$ cat src/hw/ubrk_pkg.sv
// constants and types shared by the user break comparator
package ubrk_pkg;
    localparam int          UBRK_IDX_W      = 30;
    localparam int          UBRK_NUM_CFG    = 5;
    localparam logic [29:0] UBRK_DEC_MASK   = 30'h0F0001FF;
    localparam logic [29:0] UBRK_IDX_ADDR_H = 30'h05FFFF90;
    localparam logic [29:0] UBRK_IDX_ADDR_L = 30'h05FFFF92;
    localparam logic [29:0] UBRK_IDX_MASK_H = 30'h05FFFF94;
    localparam logic [29:0] UBRK_IDX_MASK_L = 30'h05FFFF96;
    localparam logic [29:0] UBRK_IDX_CYCLE  = 30'h05FFFF98;
    localparam logic [29:0] UBRK_IDX_STATUS = 30'h05FFFF9A;
    localparam logic [29:0] UBRK_IDX_IMASK  = 30'h05FFFF9C;
    localparam int          UBRK_CFG_ADDR_H = 0;
    localparam int          UBRK_CFG_ADDR_L = 1;
    localparam int          UBRK_CFG_MASK_H = 2;
    localparam int          UBRK_CFG_MASK_L = 3;
    localparam int          UBRK_CFG_CYCLE  = 4;
    localparam logic [15:0] UBRK_CFG_RESET  = 16'h0000;
    localparam logic [15:0] UBRK_CYCLE_BITS = 16'h00FF;
    localparam logic [15:0] UBRK_FULL_BITS  = 16'hFFFF;
    localparam int          UBRK_ORIGIN_HI  = 7;
    localparam int          UBRK_ORIGIN_LO  = 6;
    localparam int          UBRK_KIND_HI    = 5;
    localparam int          UBRK_KIND_LO    = 4;
    localparam int          UBRK_DIR_HI     = 3;
    localparam int          UBRK_DIR_LO     = 2;
    localparam int          UBRK_SIZE_LSB   = 0;
    localparam int          UBRK_NUM_STAT   = 3;
    localparam int          UBRK_ST_ANY     = 0;
    localparam int          UBRK_ST_CPU     = 1;
    localparam int          UBRK_ST_DMA     = 2;
    localparam logic [2:0]  UBRK_STAT_RESET = 3'h0;
    typedef enum logic [1:0] {
        UBRK_SZ_ANY,
        UBRK_SZ_BYTE,
        UBRK_SZ_WORD,
        UBRK_SZ_LONG
    } ubrk_size_type;
endpackage

$ cat src/hw/ubrk_comparator.sv
// user break comparator with apb register access and interrupt
//
// The APB slave port was chosen for this implementation.
`timescale 1ns/1ps

//Contract
//- compare every processor or dma bus cycle against the break conditions
//- match on address, origin, fetch or data, direction and operand size
//- all programmed conditions met raises a break request
//- fetch break takes effect before the fetched instruction executes
//- five registers at consecutive halfword offsets, byte, halfword, longword access
//- decode only address bits 27..24 and 8..0
//- break address split into upper and lower 16-bit halves
//- reset clears address halves; standby leaves them alone
//- every address bit readable and writable, reset to zero
//- mask bit one drops that address bit from comparison
//- any origin, kind or direction pair at 00 blocks every break
//- pair codes 01 first type, 10 second type, 11 both
//- size 00 ignored, 01 byte, 10 word, 11 long; fetch is word
module ubrk_comparator
    import ubrk_pkg::*;
(
    input  wire logic        CLK_I,
    input  wire logic        RESET_I,
    input  wire logic        PSEL_I,
    input  wire logic        PENABLE_I,
    input  wire logic        PWRITE_I,
    input  wire logic [31:0] PADDR_I,
    input  wire logic [31:0] PWDATA_I,
    input  wire logic [3:0]  PSTRB_I,
    output logic      [31:0] PRDATA_O,
    output logic             PREADY_O,
    output logic             PSLVERR_O,
    input  wire logic        CYC_VALID_I,
    input  wire logic [31:0] CYC_ADDR_I,
    input  wire logic        CYC_DMA_I,
    input  wire logic        CYC_FETCH_I,
    input  wire logic        CYC_WRITE_I,
    input  wire logic [1:0]  CYC_SIZE_I,
    input  wire logic        BREAK_ACK_I,
    output logic             BREAK_REQ_O,
    output logic             IRQ_O
);

    logic [15:0]   cfg_q [UBRK_NUM_CFG];
    logic [2:0]    stat_q;
    logic [2:0]    stat_d;
    logic [2:0]    imask_q;
    logic [31:0]   prdata_q;
    logic          pready_q;
    logic          pslverr_q;
    logic          req_q;
    logic          irq_q;

    wire  [29:0]   idx       = PADDR_I[31:2];
    wire           done      = PSEL_I && PENABLE_I && pready_q;
    wire           wr_done   = done && PWRITE_I;
    wire           rd_done   = done && !PWRITE_I;
    wire  [15:0]   lane_mask = {{8{PSTRB_I[1]}}, {8{PSTRB_I[0]}}};

    // only the significant address lines take part; the rest alias freely
    wire  [29:0]   idx_sig   = idx & UBRK_DEC_MASK;
    wire  [29:0]   cfg_idx [UBRK_NUM_CFG];
    wire  [15:0]   cfg_bits [UBRK_NUM_CFG];
    wire  [UBRK_NUM_CFG-1:0] cfg_hit;
    wire           stat_hit  = idx_sig == (UBRK_IDX_STATUS & UBRK_DEC_MASK);
    wire           imask_hit = idx_sig == (UBRK_IDX_IMASK & UBRK_DEC_MASK);
    wire           mapped    = (|cfg_hit) || stat_hit || imask_hit;

    assign cfg_idx[UBRK_CFG_ADDR_H]  = UBRK_IDX_ADDR_H;
    assign cfg_idx[UBRK_CFG_ADDR_L]  = UBRK_IDX_ADDR_L;
    assign cfg_idx[UBRK_CFG_MASK_H]  = UBRK_IDX_MASK_H;
    assign cfg_idx[UBRK_CFG_MASK_L]  = UBRK_IDX_MASK_L;
    assign cfg_idx[UBRK_CFG_CYCLE]   = UBRK_IDX_CYCLE;
    assign cfg_bits[UBRK_CFG_ADDR_H] = UBRK_FULL_BITS;
    assign cfg_bits[UBRK_CFG_ADDR_L] = UBRK_FULL_BITS;
    assign cfg_bits[UBRK_CFG_MASK_H] = UBRK_FULL_BITS;
    assign cfg_bits[UBRK_CFG_MASK_L] = UBRK_FULL_BITS;
    // upper byte of the cycle register is reserved and reads zero
    assign cfg_bits[UBRK_CFG_CYCLE]  = UBRK_CYCLE_BITS;

    genvar gi;
    generate
        for (gi = 0; gi < UBRK_NUM_CFG; gi++) begin : g_cfg
            assign cfg_hit[gi] = idx_sig == (cfg_idx[gi] & UBRK_DEC_MASK);
            // byte lanes let byte, halfword and longword writes all land
            always_ff @(posedge CLK_I or posedge RESET_I) begin
                if (RESET_I) begin
                    cfg_q[gi] <= UBRK_CFG_RESET;
                end else if (wr_done && cfg_hit[gi]) begin
                    cfg_q[gi] <= ((PWDATA_I[15:0] & lane_mask) | (cfg_q[gi] & ~lane_mask))
                                 & cfg_bits[gi];
                end
            end
        end
    endgenerate

    // address comparison over the two halves with per-bit ignore
    wire  [31:0]   brk_addr  = {cfg_q[UBRK_CFG_ADDR_H], cfg_q[UBRK_CFG_ADDR_L]};
    wire  [31:0]   brk_mask  = {cfg_q[UBRK_CFG_MASK_H], cfg_q[UBRK_CFG_MASK_L]};
    wire  [15:0]   sel       = cfg_q[UBRK_CFG_CYCLE];
    wire           addr_ok   = &(~(CYC_ADDR_I ^ brk_addr) | brk_mask);
    wire           origin_ok = CYC_DMA_I ? sel[UBRK_ORIGIN_HI] : sel[UBRK_ORIGIN_LO];
    wire           kind_ok   = CYC_FETCH_I ? sel[UBRK_KIND_LO] : sel[UBRK_KIND_HI];
    wire           dir_ok    = CYC_WRITE_I ? sel[UBRK_DIR_HI] : sel[UBRK_DIR_LO];
    wire  [1:0]    size_sel  = sel[UBRK_SIZE_LSB +: 2];
    // fetches are word cycles whatever the bus reports
    wire  [1:0]    eff_size  = CYC_FETCH_I ? UBRK_SZ_WORD : CYC_SIZE_I;
    wire           size_ok   = (size_sel == UBRK_SZ_ANY) || (size_sel == eff_size);
    // a 00 pair yields zero from both legs of its select, so it blocks alone
    wire           cyc_match = CYC_VALID_I && addr_ok && origin_ok
                               && kind_ok && dir_ok && size_ok;

    // hardware set beats a clearing read in the same cycle
    wire  [2:0]    stat_set  = {cyc_match && CYC_DMA_I, cyc_match && !CYC_DMA_I, cyc_match};
    wire           stat_clr  = rd_done && stat_hit;
    assign stat_d = (stat_clr ? UBRK_STAT_RESET : stat_q) | stat_set;
    wire  [2:0]    imask_d   = (wr_done && imask_hit && PSTRB_I[0]) ? PWDATA_I[2:0] : imask_q;

    wire  [15:0]   cfg_rd    = cfg_hit[UBRK_CFG_ADDR_H] ? cfg_q[UBRK_CFG_ADDR_H] :
                               cfg_hit[UBRK_CFG_ADDR_L] ? cfg_q[UBRK_CFG_ADDR_L] :
                               cfg_hit[UBRK_CFG_MASK_H] ? cfg_q[UBRK_CFG_MASK_H] :
                               cfg_hit[UBRK_CFG_MASK_L] ? cfg_q[UBRK_CFG_MASK_L] :
                               cfg_hit[UBRK_CFG_CYCLE]  ? cfg_q[UBRK_CFG_CYCLE]  : 16'h0000;
    wire  [31:0]   rd_word   = stat_hit  ? {29'h0, stat_q}  :
                               imask_hit ? {29'h0, imask_q} : {16'h0, cfg_rd};

    // one wait state so read data and answer come from flip-flops
    always_ff @(posedge CLK_I or posedge RESET_I) begin
        if (RESET_I) begin
            pready_q  <= 1'b0;
            pslverr_q <= 1'b0;
            prdata_q  <= 32'h0;
        end else begin
            pready_q  <= PSEL_I && PENABLE_I && !pready_q;
            pslverr_q <= PSEL_I && PENABLE_I && !pready_q && !mapped;
            prdata_q  <= (PSEL_I && PENABLE_I && !pready_q && !PWRITE_I) ? rd_word : 32'h0;
        end
    end

    always_ff @(posedge CLK_I or posedge RESET_I) begin
        if (RESET_I) begin
            stat_q  <= UBRK_STAT_RESET;
            imask_q <= UBRK_STAT_RESET;
            irq_q   <= 1'b0;
        end else begin
            stat_q  <= stat_d;
            imask_q <= imask_d;
            // next mask too, so the level never lags a mask write by a cycle
            irq_q   <= |(stat_d & imask_d);
        end
    end

    // request registered on the matching cycle, before the fetched word can execute
    always_ff @(posedge CLK_I or posedge RESET_I) begin
        if (RESET_I) begin
            req_q <= 1'b0;
        end else begin
            req_q <= cyc_match || (req_q && !BREAK_ACK_I);
        end
    end

    assign PRDATA_O    = prdata_q;
    assign PREADY_O    = pready_q;
    assign PSLVERR_O   = pslverr_q;
    assign BREAK_REQ_O = req_q;
    assign IRQ_O       = irq_q;
endmodule

$ cat config.mk
export PLATFORM = sky130hd
export DESIGN_NAME = ubrk_comparator
export DESIGN_NICKNAME = d
export VERILOG_FILES = /design/src/hw/ubrk_pkg.sv /design/src/hw/ubrk_comparator.sv
export SDC_FILE = /design/constraint.sdc
export NUM_CORES = 1
export LEC_CHECK = 0
export ABC_AREA = 0
export BUFFER_PORTS_ARGS = -buffer_cell sky130_fd_sc_hd__buf_2
export CORE_ASPECT_RATIO = 0.8
export CORE_MARGIN = 1
export CORE_UTILIZATION = 58
export CTS_BUF_LIST = sky130_fd_sc_hd__clkbuf_8
export DETAILED_ROUTE_END_ITERATION = 8
export PLACE_DENSITY = 0.91
export SYNTH_ARGS = -nofsm -noshare
export SYNTH_HDL_FRONTEND = slang
export SYNTH_SLANG_ARGS = --single-unit
$ cat constraint.sdc
create_clock -name CLK_I -period 4 [get_ports CLK_I]
set_input_delay 0.2 -clock CLK_I [delete_from_list [all_inputs] [get_ports CLK_I]]
set_output_delay 0.2 -clock CLK_I [all_outputs]
set_load 0.005 [all_outputs]
==> flow_summary.json, run 1 <==
{
  "outcome": "finished, final reports clean",
  "use_met1_pct": 41.3,
  "yosys_warnings": 0,
  "first_iter_violations": 332,
  "coreArea_um2": 8090,
  "drcViolationCount": 0,
  "crit_path_end_kind": "flop",
  "routabilityCongestion": 0.955,
  "grt_max_degree": 71,
  "place_area_um2": 5440,
  "setup_viol": 0,
  "met2_usage_pct": 46.7,
  "p_leak_nw": 2.78,
  "cts.repair.resized": 0,
  "antenna_left": 0,
  "dpl.hpwl_mm": 8.91,
  "wl_mm": 12.6,
  "synth_cells": 416,
  "synthFlopType": "dfrtp_1",
  "die_area_um2": 8880,
  "slew_headroom_pct": 31.5,
  "final_common_cell": "dfrtp_1",
  "busiest_layer": "met2",
  "port_buffers": 94,
  "synthesis.area_um2": 4930,
  "crit_required_ns": 4.27,
  "cts.clk_slew.worst_paths_ns": 0.10,
  "fin_crit_ns": 2.81,
  "crit_fanout": 11,
  "synth_top_area_share_pct": 49.7,
  "io_pins": 148,
  "ys_types": 44,
  "start_util_pct": 61.0,
  "cts_made_buffers": 9,
  "ctsHoldBuffers": 0,
  "fmax_mhz": 356,
  "antenna_found_initial": 0,
  "synth_edf_count": 0,
  "totalNegativeSetupSlack_ns": 0,
  "cts_sinks": 98,
  "synth_async_sr_flop_share_pct": 100,
  "crit_type": "in2reg",
  "r2r_slack_ns": 1.90,
  "reg2reg_depth": 6,
  "vdd_drop_max_v": 0.000216,
  "cts_root_buf": "clkbuf_8",
  "finalMaxSlewViolations": 0,
  "tritoncts": "yes",
  "routed_via_density": 6.10,
  "power_density_nw_per_um2": 310,
  "cts_setup_buffers": 0,
  "cts_buffer_depth": 2,
  "worstPathArrival_ns": 3.08,
  "final_nets": 622,
  "min_period_over_period_pct": 70.2,
  "grt_use_met3_pct": 7.92,
  "worst_slew_pin_slew_ns": 1.02,
  "die_w_um": 105,
  "rsz0062_at_grt": "no",
  "post_drt_wl_per_cell_um": 20.2,
  "syn_area_per_cell_um2": 11.9,
  "die_h_um": 84.5,
  "ys_top_cells_by_area": "dfrtp_1, mux2_2, xnor2_1",
  "startpoint_type": "primary input",
  "grt_usage_pct": 29.9,
  "firstDrtPassIters": 5,
  "min_path_type": "in2async",
  "yosys.area.top_type": "dfrtp_1",
  "final_cell_mix": "dfrtp_1, buf_2, mux2_2",
  "cts-htree-levels": 3,
  "layout-drive-gt1-share_pct": 39.2,
  "ys_seq_area_share_pct": 49.7,
  "hold_violations": 0,
  "grt_pass1_wl_mm": 19.8,
  "antenna_cells": 0,
  "areaGrowthSynthToFinish_pct": 14.2,
  "timing.rr.end": "stat_q[1]",
  "core.rowCount": 29,
  "grt_pass1_vias": 3679,
  "max_cap_violations": 0,
  "num_vias": 3799,
  "ys_ff_latch": 98,
  "clk_latency_ns": 0.37,
  "grt-ovfl-total": 0,
  "design_area_um2": 5630,
  "clock_skew_ns": 0.00879
}
## per-layer routing
layer  share of wire (%)  routed length (um)
met1                  42                5310
met2                  46                5840
met3                 9.4                1180
met4                 2.1                 260
met5                   0                   0
## where the power goes
part	switching, mW	internal (mW)	leakage, nW
registers	0.000650	0.991	1.37
clock network	0.370	0.251	0.0948
logic	0.0830	0.0518	1.32
total	0.453	1.29	2.78
## synthesized netlist by cell type (2+ instances only)
library cell	instances
nor3_1	4
clkbuf_1	9
a22o_1	10
nor4b_4	2
and3_1	5
o22ai_1	15
mux2i_1	2
nor2_1	11
or4_1	3
nand2_1	25
nand3_1	8
nor4_1	3
o21ai_0	13
a21oi_1	21
o221ai_1	3
a22oi_1	4
mux2_2	80
dfrtp_1	98
xnor2_1	32
buf_4	16
buf_2	3
or3_1	4
a21o_1	2
inv_1	6
nand2b_1	12
a222oi_1	7
## layout make-up
type | instances | area, um2
clock buffers | 10 | 138
flip-flops and latches | 98 | 2450
repair buffers | 98 | 500
inverters | 6 | 25.0
well taps | 108 | 135
multi-input cells | 297 | 2330
fillers | 582 | 2460
clock inverters | 6 | 50.0
## how the worst max path moves through the flow
stage	startpoint	to	slack, ns
after floorplan	RESET_I	BREAK_REQ_O	1.24
after global placement	PADDR_I[2]	flop	1.00
after detailed placement	PADDR_I[2]	PRDATA_O[1]	0.92
after CTS	PADDR_I[2]	PRDATA_O[1]	1.33
after global routing	PADDR_I[2]	flop	1.18
final	PADDR_I[2]	PRDATA_O[14]	1.19
## critical path, cell delays in order
cell     delay [ns]
buf_2          0.10
or4b_4         0.55
or3_1          0.59
nor3b_2        0.89
buf_4          0.30
a22o_1         0.12
o21ai_0        0.07
a21oi_1        0.24
## stage by stage
stage | hold WS (ns) | cells | total power [mW] | worst slack, ns | util (%)
CTS | 0.0253 | 623 | 1.75 | 1.33 | 69.6
global route | 0.0397 | 623 | 1.80 | 1.18 | 69.6
finish | 0.000411 | 623 | 1.75 | 1.19 | 69.6
global placement | 0.423 | 607 | 1.14 | 1.00 | 67.3
detailed placement | 0.429 | 607 | 1.14 | 0.924 | 67.3
floorplan | 0.333 | 431 | 1.09 | 1.24 | -
## kinds of logic (layout without fill, tap and decap cells)
group | Yosys count | after routing | share of synthesized area [%]
flip-flops | 98 | 98 | 49.7
AND/OR/NAND/NOR | 87 | 87 | 10.5
multiplexers | 83 | 83 | 19.1
AO/OA/AOI/OAI | 78 | 78 | 10.6
buffers and inverters | 36 | 120 | 4.18
XOR/XNOR | 33 | 33 | 5.86
other | 1 | 16 | 0.0760
(Power assumes the default switching activity.)
==> run 2, diff against run 1 <==
--- a/config.mk
+++ b/config.mk
@@ -9,10 +9,10 @@
 export BUFFER_PORTS_ARGS = -buffer_cell sky130_fd_sc_hd__buf_2
 export CORE_ASPECT_RATIO = 0.8
 export CORE_MARGIN = 1
-export CORE_UTILIZATION = 58
+export CORE_UTILIZATION = 54
 export CTS_BUF_LIST = sky130_fd_sc_hd__clkbuf_8
 export DETAILED_ROUTE_END_ITERATION = 8
-export PLACE_DENSITY = 0.91
+export PLACE_DENSITY = 0.86
 export SYNTH_ARGS = -nofsm -noshare
 export SYNTH_HDL_FRONTEND = slang
 export SYNTH_SLANG_ARGS = --single-unit
==> constraint.sdc (replaced) <==
create_clock -name CLK_I -period 2.63 [get_ports CLK_I]
set_input_delay 0.1315 -clock CLK_I [delete_from_list [all_inputs] [get_ports CLK_I]]
set_output_delay 0.1315 -clock CLK_I [all_outputs]
set_load 0.005 [all_outputs]
==> flow_summary.json, run 2 (synthesis gave the netlist of run 1 again) <==
{
  "cts-htree-levels": 3,
  "worst_slew_pin_slew_ns": 0.639,
  "cts_root_buf": "clkbuf_8",
  "max_cap_violations": 0,
  "ctsHoldBuffers": 1,
  "start_util_pct": 56.9,
  "fin_crit_ns": 2.33,
  "die_w_um": 109,
  "grt_usage_pct": 28.1,
  "setup_viol": 0,
  "startpoint_type": "flop",
  "p_leak_nw": 2.90,
  "seq_area_um2": 2450,
  "cts_sinks": 98,
  "first_iter_violations": 359,
  "reg2reg_depth": 6,
  "totalNegativeSetupSlack_ns": 0,
  "routabilityCongestion": 0.909,
  "cts_made_buffers": 9,
  "crit_type": "reg2reg",
  "rsz0062_at_grt": "no",
  "hold_violations": 0,
  "coreArea_um2": 8670,
  "die_h_um": 87.5,
  "firstDrtPassIters": 5,
  "num_vias": 3821,
  "worstPathArrival_ns": 2.64,
  "antenna_cells": 0,
  "areaGrowthSynthToFinish_pct": 18.4,
  "timing.rr.end": "stat_q[1]",
  "min_period_over_period_pct": 88.5,
  "wl_mm": 12.5,
  "min_from": "BREAK_ACK_I",
  "port_buffers": 94,
  "final_nets": 643,
  "grt_max_degree": 48,
  "io_pins": 148,
  "final_cell_mix": "dfrtp_1, buf_2, mux2_2",
  "hold_end": "BREAK_REQ_O",
  "grt_pass1_vias": 3794,
  "vdd_drop_max_v": 0.000306,
  "clock_skew_ns": 0.00698,
  "core.rowCount": 30,
  "hold_ws_ns": 0.0281,
  "tritoncts": "yes",
  "cts.repair.resized": 0,
  "cts.clk_slew.worst_paths_ns": 0.09,
  "antenna_found_initial": 0,
  "layout-drive-gt1-share_pct": 41.0,
  "dpl.hpwl_mm": 9.32,
  "cts_setup_buffers": 0,
  "finalMaxSlewViolations": 0,
  "power_density_nw_per_um2": 466,
  "multiInputGateArea_um2": 2330,
  "crit_path_end_kind": "flop",
  "final_common_cell": "dfrtp_1",
  "crit_required_ns": 2.94,
  "crit_fanout": 4,
  "die_area_um2": 9520,
  "post_drt_wl_per_cell_um": 19.3,
  "r2r_slack_ns": 0.30,
  "min_path_type": "in2reg",
  "grt-ovfl-total": 0,
  "fmax_mhz": 430,
  "fill_cells": 654,
  "clk_latency_ns": 0.37,
  "routed_via_density": 5.90,
  "grt_pass1_wl_mm": 19.7,
  "drcViolationCount": 0,
  "cts_buffer_depth": 2,
  "outcome": "finished, final reports clean",
  "whs_path_depth": 3,
  "antenna_left": 0,
  "slew_headroom_pct": 57.3
}
run 2: changes by cell type in the layout (fill, tap and decap cells not counted), sizes merged:
cell         before  now
clkbuf           10   11
bufinv            0    1
buf              98  118
clkinvlp          1    2
clkinv            3    0
dlygate4sd3       0    1
run 2: layout make-up:
| class | instances | share of cell area (%) |
|---|---|---|
| Inverter | 6 | 0.450 |
| Clock inverter | 5 | 0.921 |
| Multi-Input combinational cell | 297 | 39.9 |
| Clock buffer | 11 | 2.59 |
| Tap cell | 112 | 2.40 |
| Timing Repair Buffer | 119 | 11.7 |
| Sequential cell | 98 | 42.0 |
run 2: power breakdown:
group          total [mW]  internal (mW)  leakage (nW)  switching [mW]
Clock                1.00          0.489         0.109           0.516
Combinational       0.211         0.0844          1.42           0.127
Sequential           1.51           1.51          1.37        0.000977
run 2: worst max-delay path by stage:
stage	end	depth (start not counted)	from
2_1_floorplan	flop	7	PADDR_I[2]
3_3_place_gp	PRDATA_O[1]	8	PADDR_I[2]
3_5_place_dp	PRDATA_O[2]	8	PADDR_I[2]
4_1_cts	PRDATA_O[2]	8	PADDR_I[2]
5_1_grt	stat_q[1]	6	flop
6_report	stat_q[1]	6	flop
run 2: through the flow:
step,std cells,cell area (um2),utilization (%),total power [mW],worst slack (ns)
2_1_floorplan,431,4990,-,1.65,0.325
3_3_place_gp,631,5630,64.9,1.74,-0.00445
3_5_place_dp,631,5630,64.9,1.75,-0.0557
4_1_cts,648,5840,67.4,2.73,0.318
5_1_grt,648,5840,67.4,2.83,0.241
6_report,648,5840,67.4,2.72,0.303
run 2: per-layer routing:
layer	wire (um)	share of wire (%)	vias to the layer above	track usage (%)
li1	-	-	1726	-
met1	5390	43	1900	38.2
met2	5900	47	177	44.5
met3	1050	8.3	18	7.40
met4	188	1.5	0	7.74
met5	0	0	-	0
run 2: worst max-delay path, cell delays in order (launching register included):
cell and delay, ns:
dfrtp_1 0.42, xnor2_1 0.27, o22ai_1 0.11, or4_1 0.51, nor4_1 0.45, and3_1 0.34, a22o_1 0.16
==> run 3, diff against run 2 <==
--- a/config.mk
+++ b/config.mk
@@ -7,12 +7,14 @@
 export LEC_CHECK = 0
 export ABC_AREA = 0
 export BUFFER_PORTS_ARGS = -buffer_cell sky130_fd_sc_hd__buf_2
+export CELL_PAD_IN_SITES_DETAIL_PLACEMENT = 0
+export CELL_PAD_IN_SITES_GLOBAL_PLACEMENT = 1
 export CORE_ASPECT_RATIO = 0.8
 export CORE_MARGIN = 1
-export CORE_UTILIZATION = 54
+export CORE_UTILIZATION = 40
 export CTS_BUF_LIST = sky130_fd_sc_hd__clkbuf_8
 export DETAILED_ROUTE_END_ITERATION = 8
-export PLACE_DENSITY = 0.86
+export PLACE_DENSITY = 0.83
 export SYNTH_ARGS = -nofsm -noshare
 export SYNTH_HDL_FRONTEND = slang
 export SYNTH_SLANG_ARGS = --single-unit
==> flow_summary.json, run 3 (synthesis gave the netlist of run 1 again) <==
{
  "outcome": "finished, final reports clean",
  "crit_fanout": 4,
  "place_ws_ns": 0.0451,
  "r2r_slack_ns": 0.33,
  "max_cap_violations": 0,
  "rsz0062_at_grt": "no",
  "core.rowCount": 35,
  "num_vias": 3772,
  "hold_ws_ns": 0.0313,
  "p_leak_nw": 2.89,
  "finalMaxSlewViolations": 0,
  "crit_path_end_kind": "flop",
  "cts.repair.resized": 0,
  "grt-ovfl-total": 0,
  "crit_required_ns": 2.94,
  "worstPathArrival_ns": 2.61,
  "die_w_um": 126,
  "final_common_cell": "dfrtp_1",
  "vdd_drop_max_v": 0.000319,
  "hold_violations": 0,
  "min_from": "PWDATA_I[12]",
  "routabilityCongestion": 0.816,
  "cpPeakStageDelay_ns": 0.51,
  "layout-drive-gt1-share_pct": 40.8,
  "cts_made_buffers": 9,
  "post_drt_wl_per_cell_um": 19.0,
  "cts.clk_slew.worst_paths_ns": 0.10,
  "first_iter_violations": 286,
  "fin_crit_ns": 2.30,
  "crit_chain": "xnor2_1, o22ai_1, or4_1, nor4_1, and3_1, a22o_1",
  "min_path_type": "in2reg",
  "dpl.hpwl_mm": 9.57,
  "io_pins": 148,
  "grt_usage_pct": 21.3,
  "fmax_mhz": 435,
  "final_nets": 641,
  "routed_via_density": 5.53,
  "crit_type": "reg2reg",
  "die_h_um": 101,
  "slew_headroom_pct": 63.7,
  "fin_ws_ns": 0.333,
  "min_period_over_period_pct": 87.3,
  "timing.rr.end": "stat_q[2]",
  "firstDrtPassIters": 7,
  "wl_mm": 13.0,
  "cts_root_buf": "clkbuf_8",
  "whs_path_depth": 2,
  "port_buffers": 94,
  "final_cell_mix": "dfrtp_1, buf_2, mux2_2",
  "tritoncts": "yes",
  "clk_latency_ns": 0.37,
  "worst_slew_pin_slew_ns": 0.543,
  "antenna_cells": 0,
  "grt_max_degree": 99,
  "antenna_found_initial": 0,
  "coreArea_um2": 11800,
  "start_util_pct": 41.9,
  "clock_skew_ns": 0.0109,
  "worst_path_max_delay_cell": "or4_1",
  "cts_setup_buffers": 0,
  "antenna_left": 0,
  "setup_viol": 0,
  "cts_sinks": 98,
  "startpoint_type": "flop",
  "areaGrowthSynthToFinish_pct": 19.3,
  "cts-htree-levels": 3,
  "totalNegativeSetupSlack_ns": 0,
  "cts_buffer_depth": 2,
  "power_density_nw_per_um2": 473,
  "grt_pass1_wl_mm": 20.6,
  "grt_pass1_vias": 3843,
  "reg2reg_depth": 6,
  "drcViolationCount": 0,
  "die_area_um2": 12800
}
## run 3: through the flow
step | cell area, um2 | power (mW) | utilization [%] | std cells
floorplan | 4990 | 1.65 | - | 431
global placement | 5660 | 1.75 | 48.0 | 665
detailed placement | 5660 | 1.75 | 48.0 | 665
CTS | 5890 | 2.82 | 50.0 | 682
global route | 5890 | 2.89 | 50.0 | 682
finish | 5890 | 2.79 | 50.0 | 682
## run 3: cell type report
type                       instances  area, um2
clock buffer                      10        138
clock inverter                     6       82.6
fill                            1059       5890
inverter                           6       26.3
multi-input combinational        297       2330
sequential                        98       2450
tap                              148        185
timing repair buffer             117        671
## run 3: worst max path at each step
stage / startpoint / to / slack (ns) / cells after the start
4_1_cts: flop / stat_q[2] / 0.41 / 6
2_1_floorplan: PADDR_I[2] / flop / 0.33 / 7
5_1_grt: flop / stat_q[2] / 0.20 / 6
3_3_place_gp: PADDR_I[2] / PRDATA_O[2] / 0.09 / 8
3_5_place_dp: PADDR_I[2] / PRDATA_O[2] / 0.05 / 7
6_report: flop / stat_q[2] / 0.33 / 6
## run 3: per-layer routing
| layer | share of wire (%) | track usage (%) | vias up |
|---|---|---|---|
| met3 | 6.1 | 4.81 | 17 |
| met4 | 1.9 | 6.02 | 0 |
| li1 | - | - | 1720 |
| met1 | 46 | 28.7 | 1894 |
| met2 | 46 | 34.6 | 141 |
| met5 | 0 | 0 | - |
## run 3: critical path: cells and delay by family, from the launching register on
kind            cells  cell delay, ns
simple gates        3            1.23
flops               1            0.42
compound gates      2            0.33
xor+xnor            1            0.27
## run 3: power breakdown
part | switching [mW] | internal [mW]
sequential | 0.000883 | 1.51
combinational | 0.128 | 0.0834
clock | 0.512 | 0.555
## run 3: repair_timing
item                                    4_1_cts  5_1_grt
hold buffers                                  1        0
endpoints found under the setup margin        0        0
hold endpoints to repair                     98        0
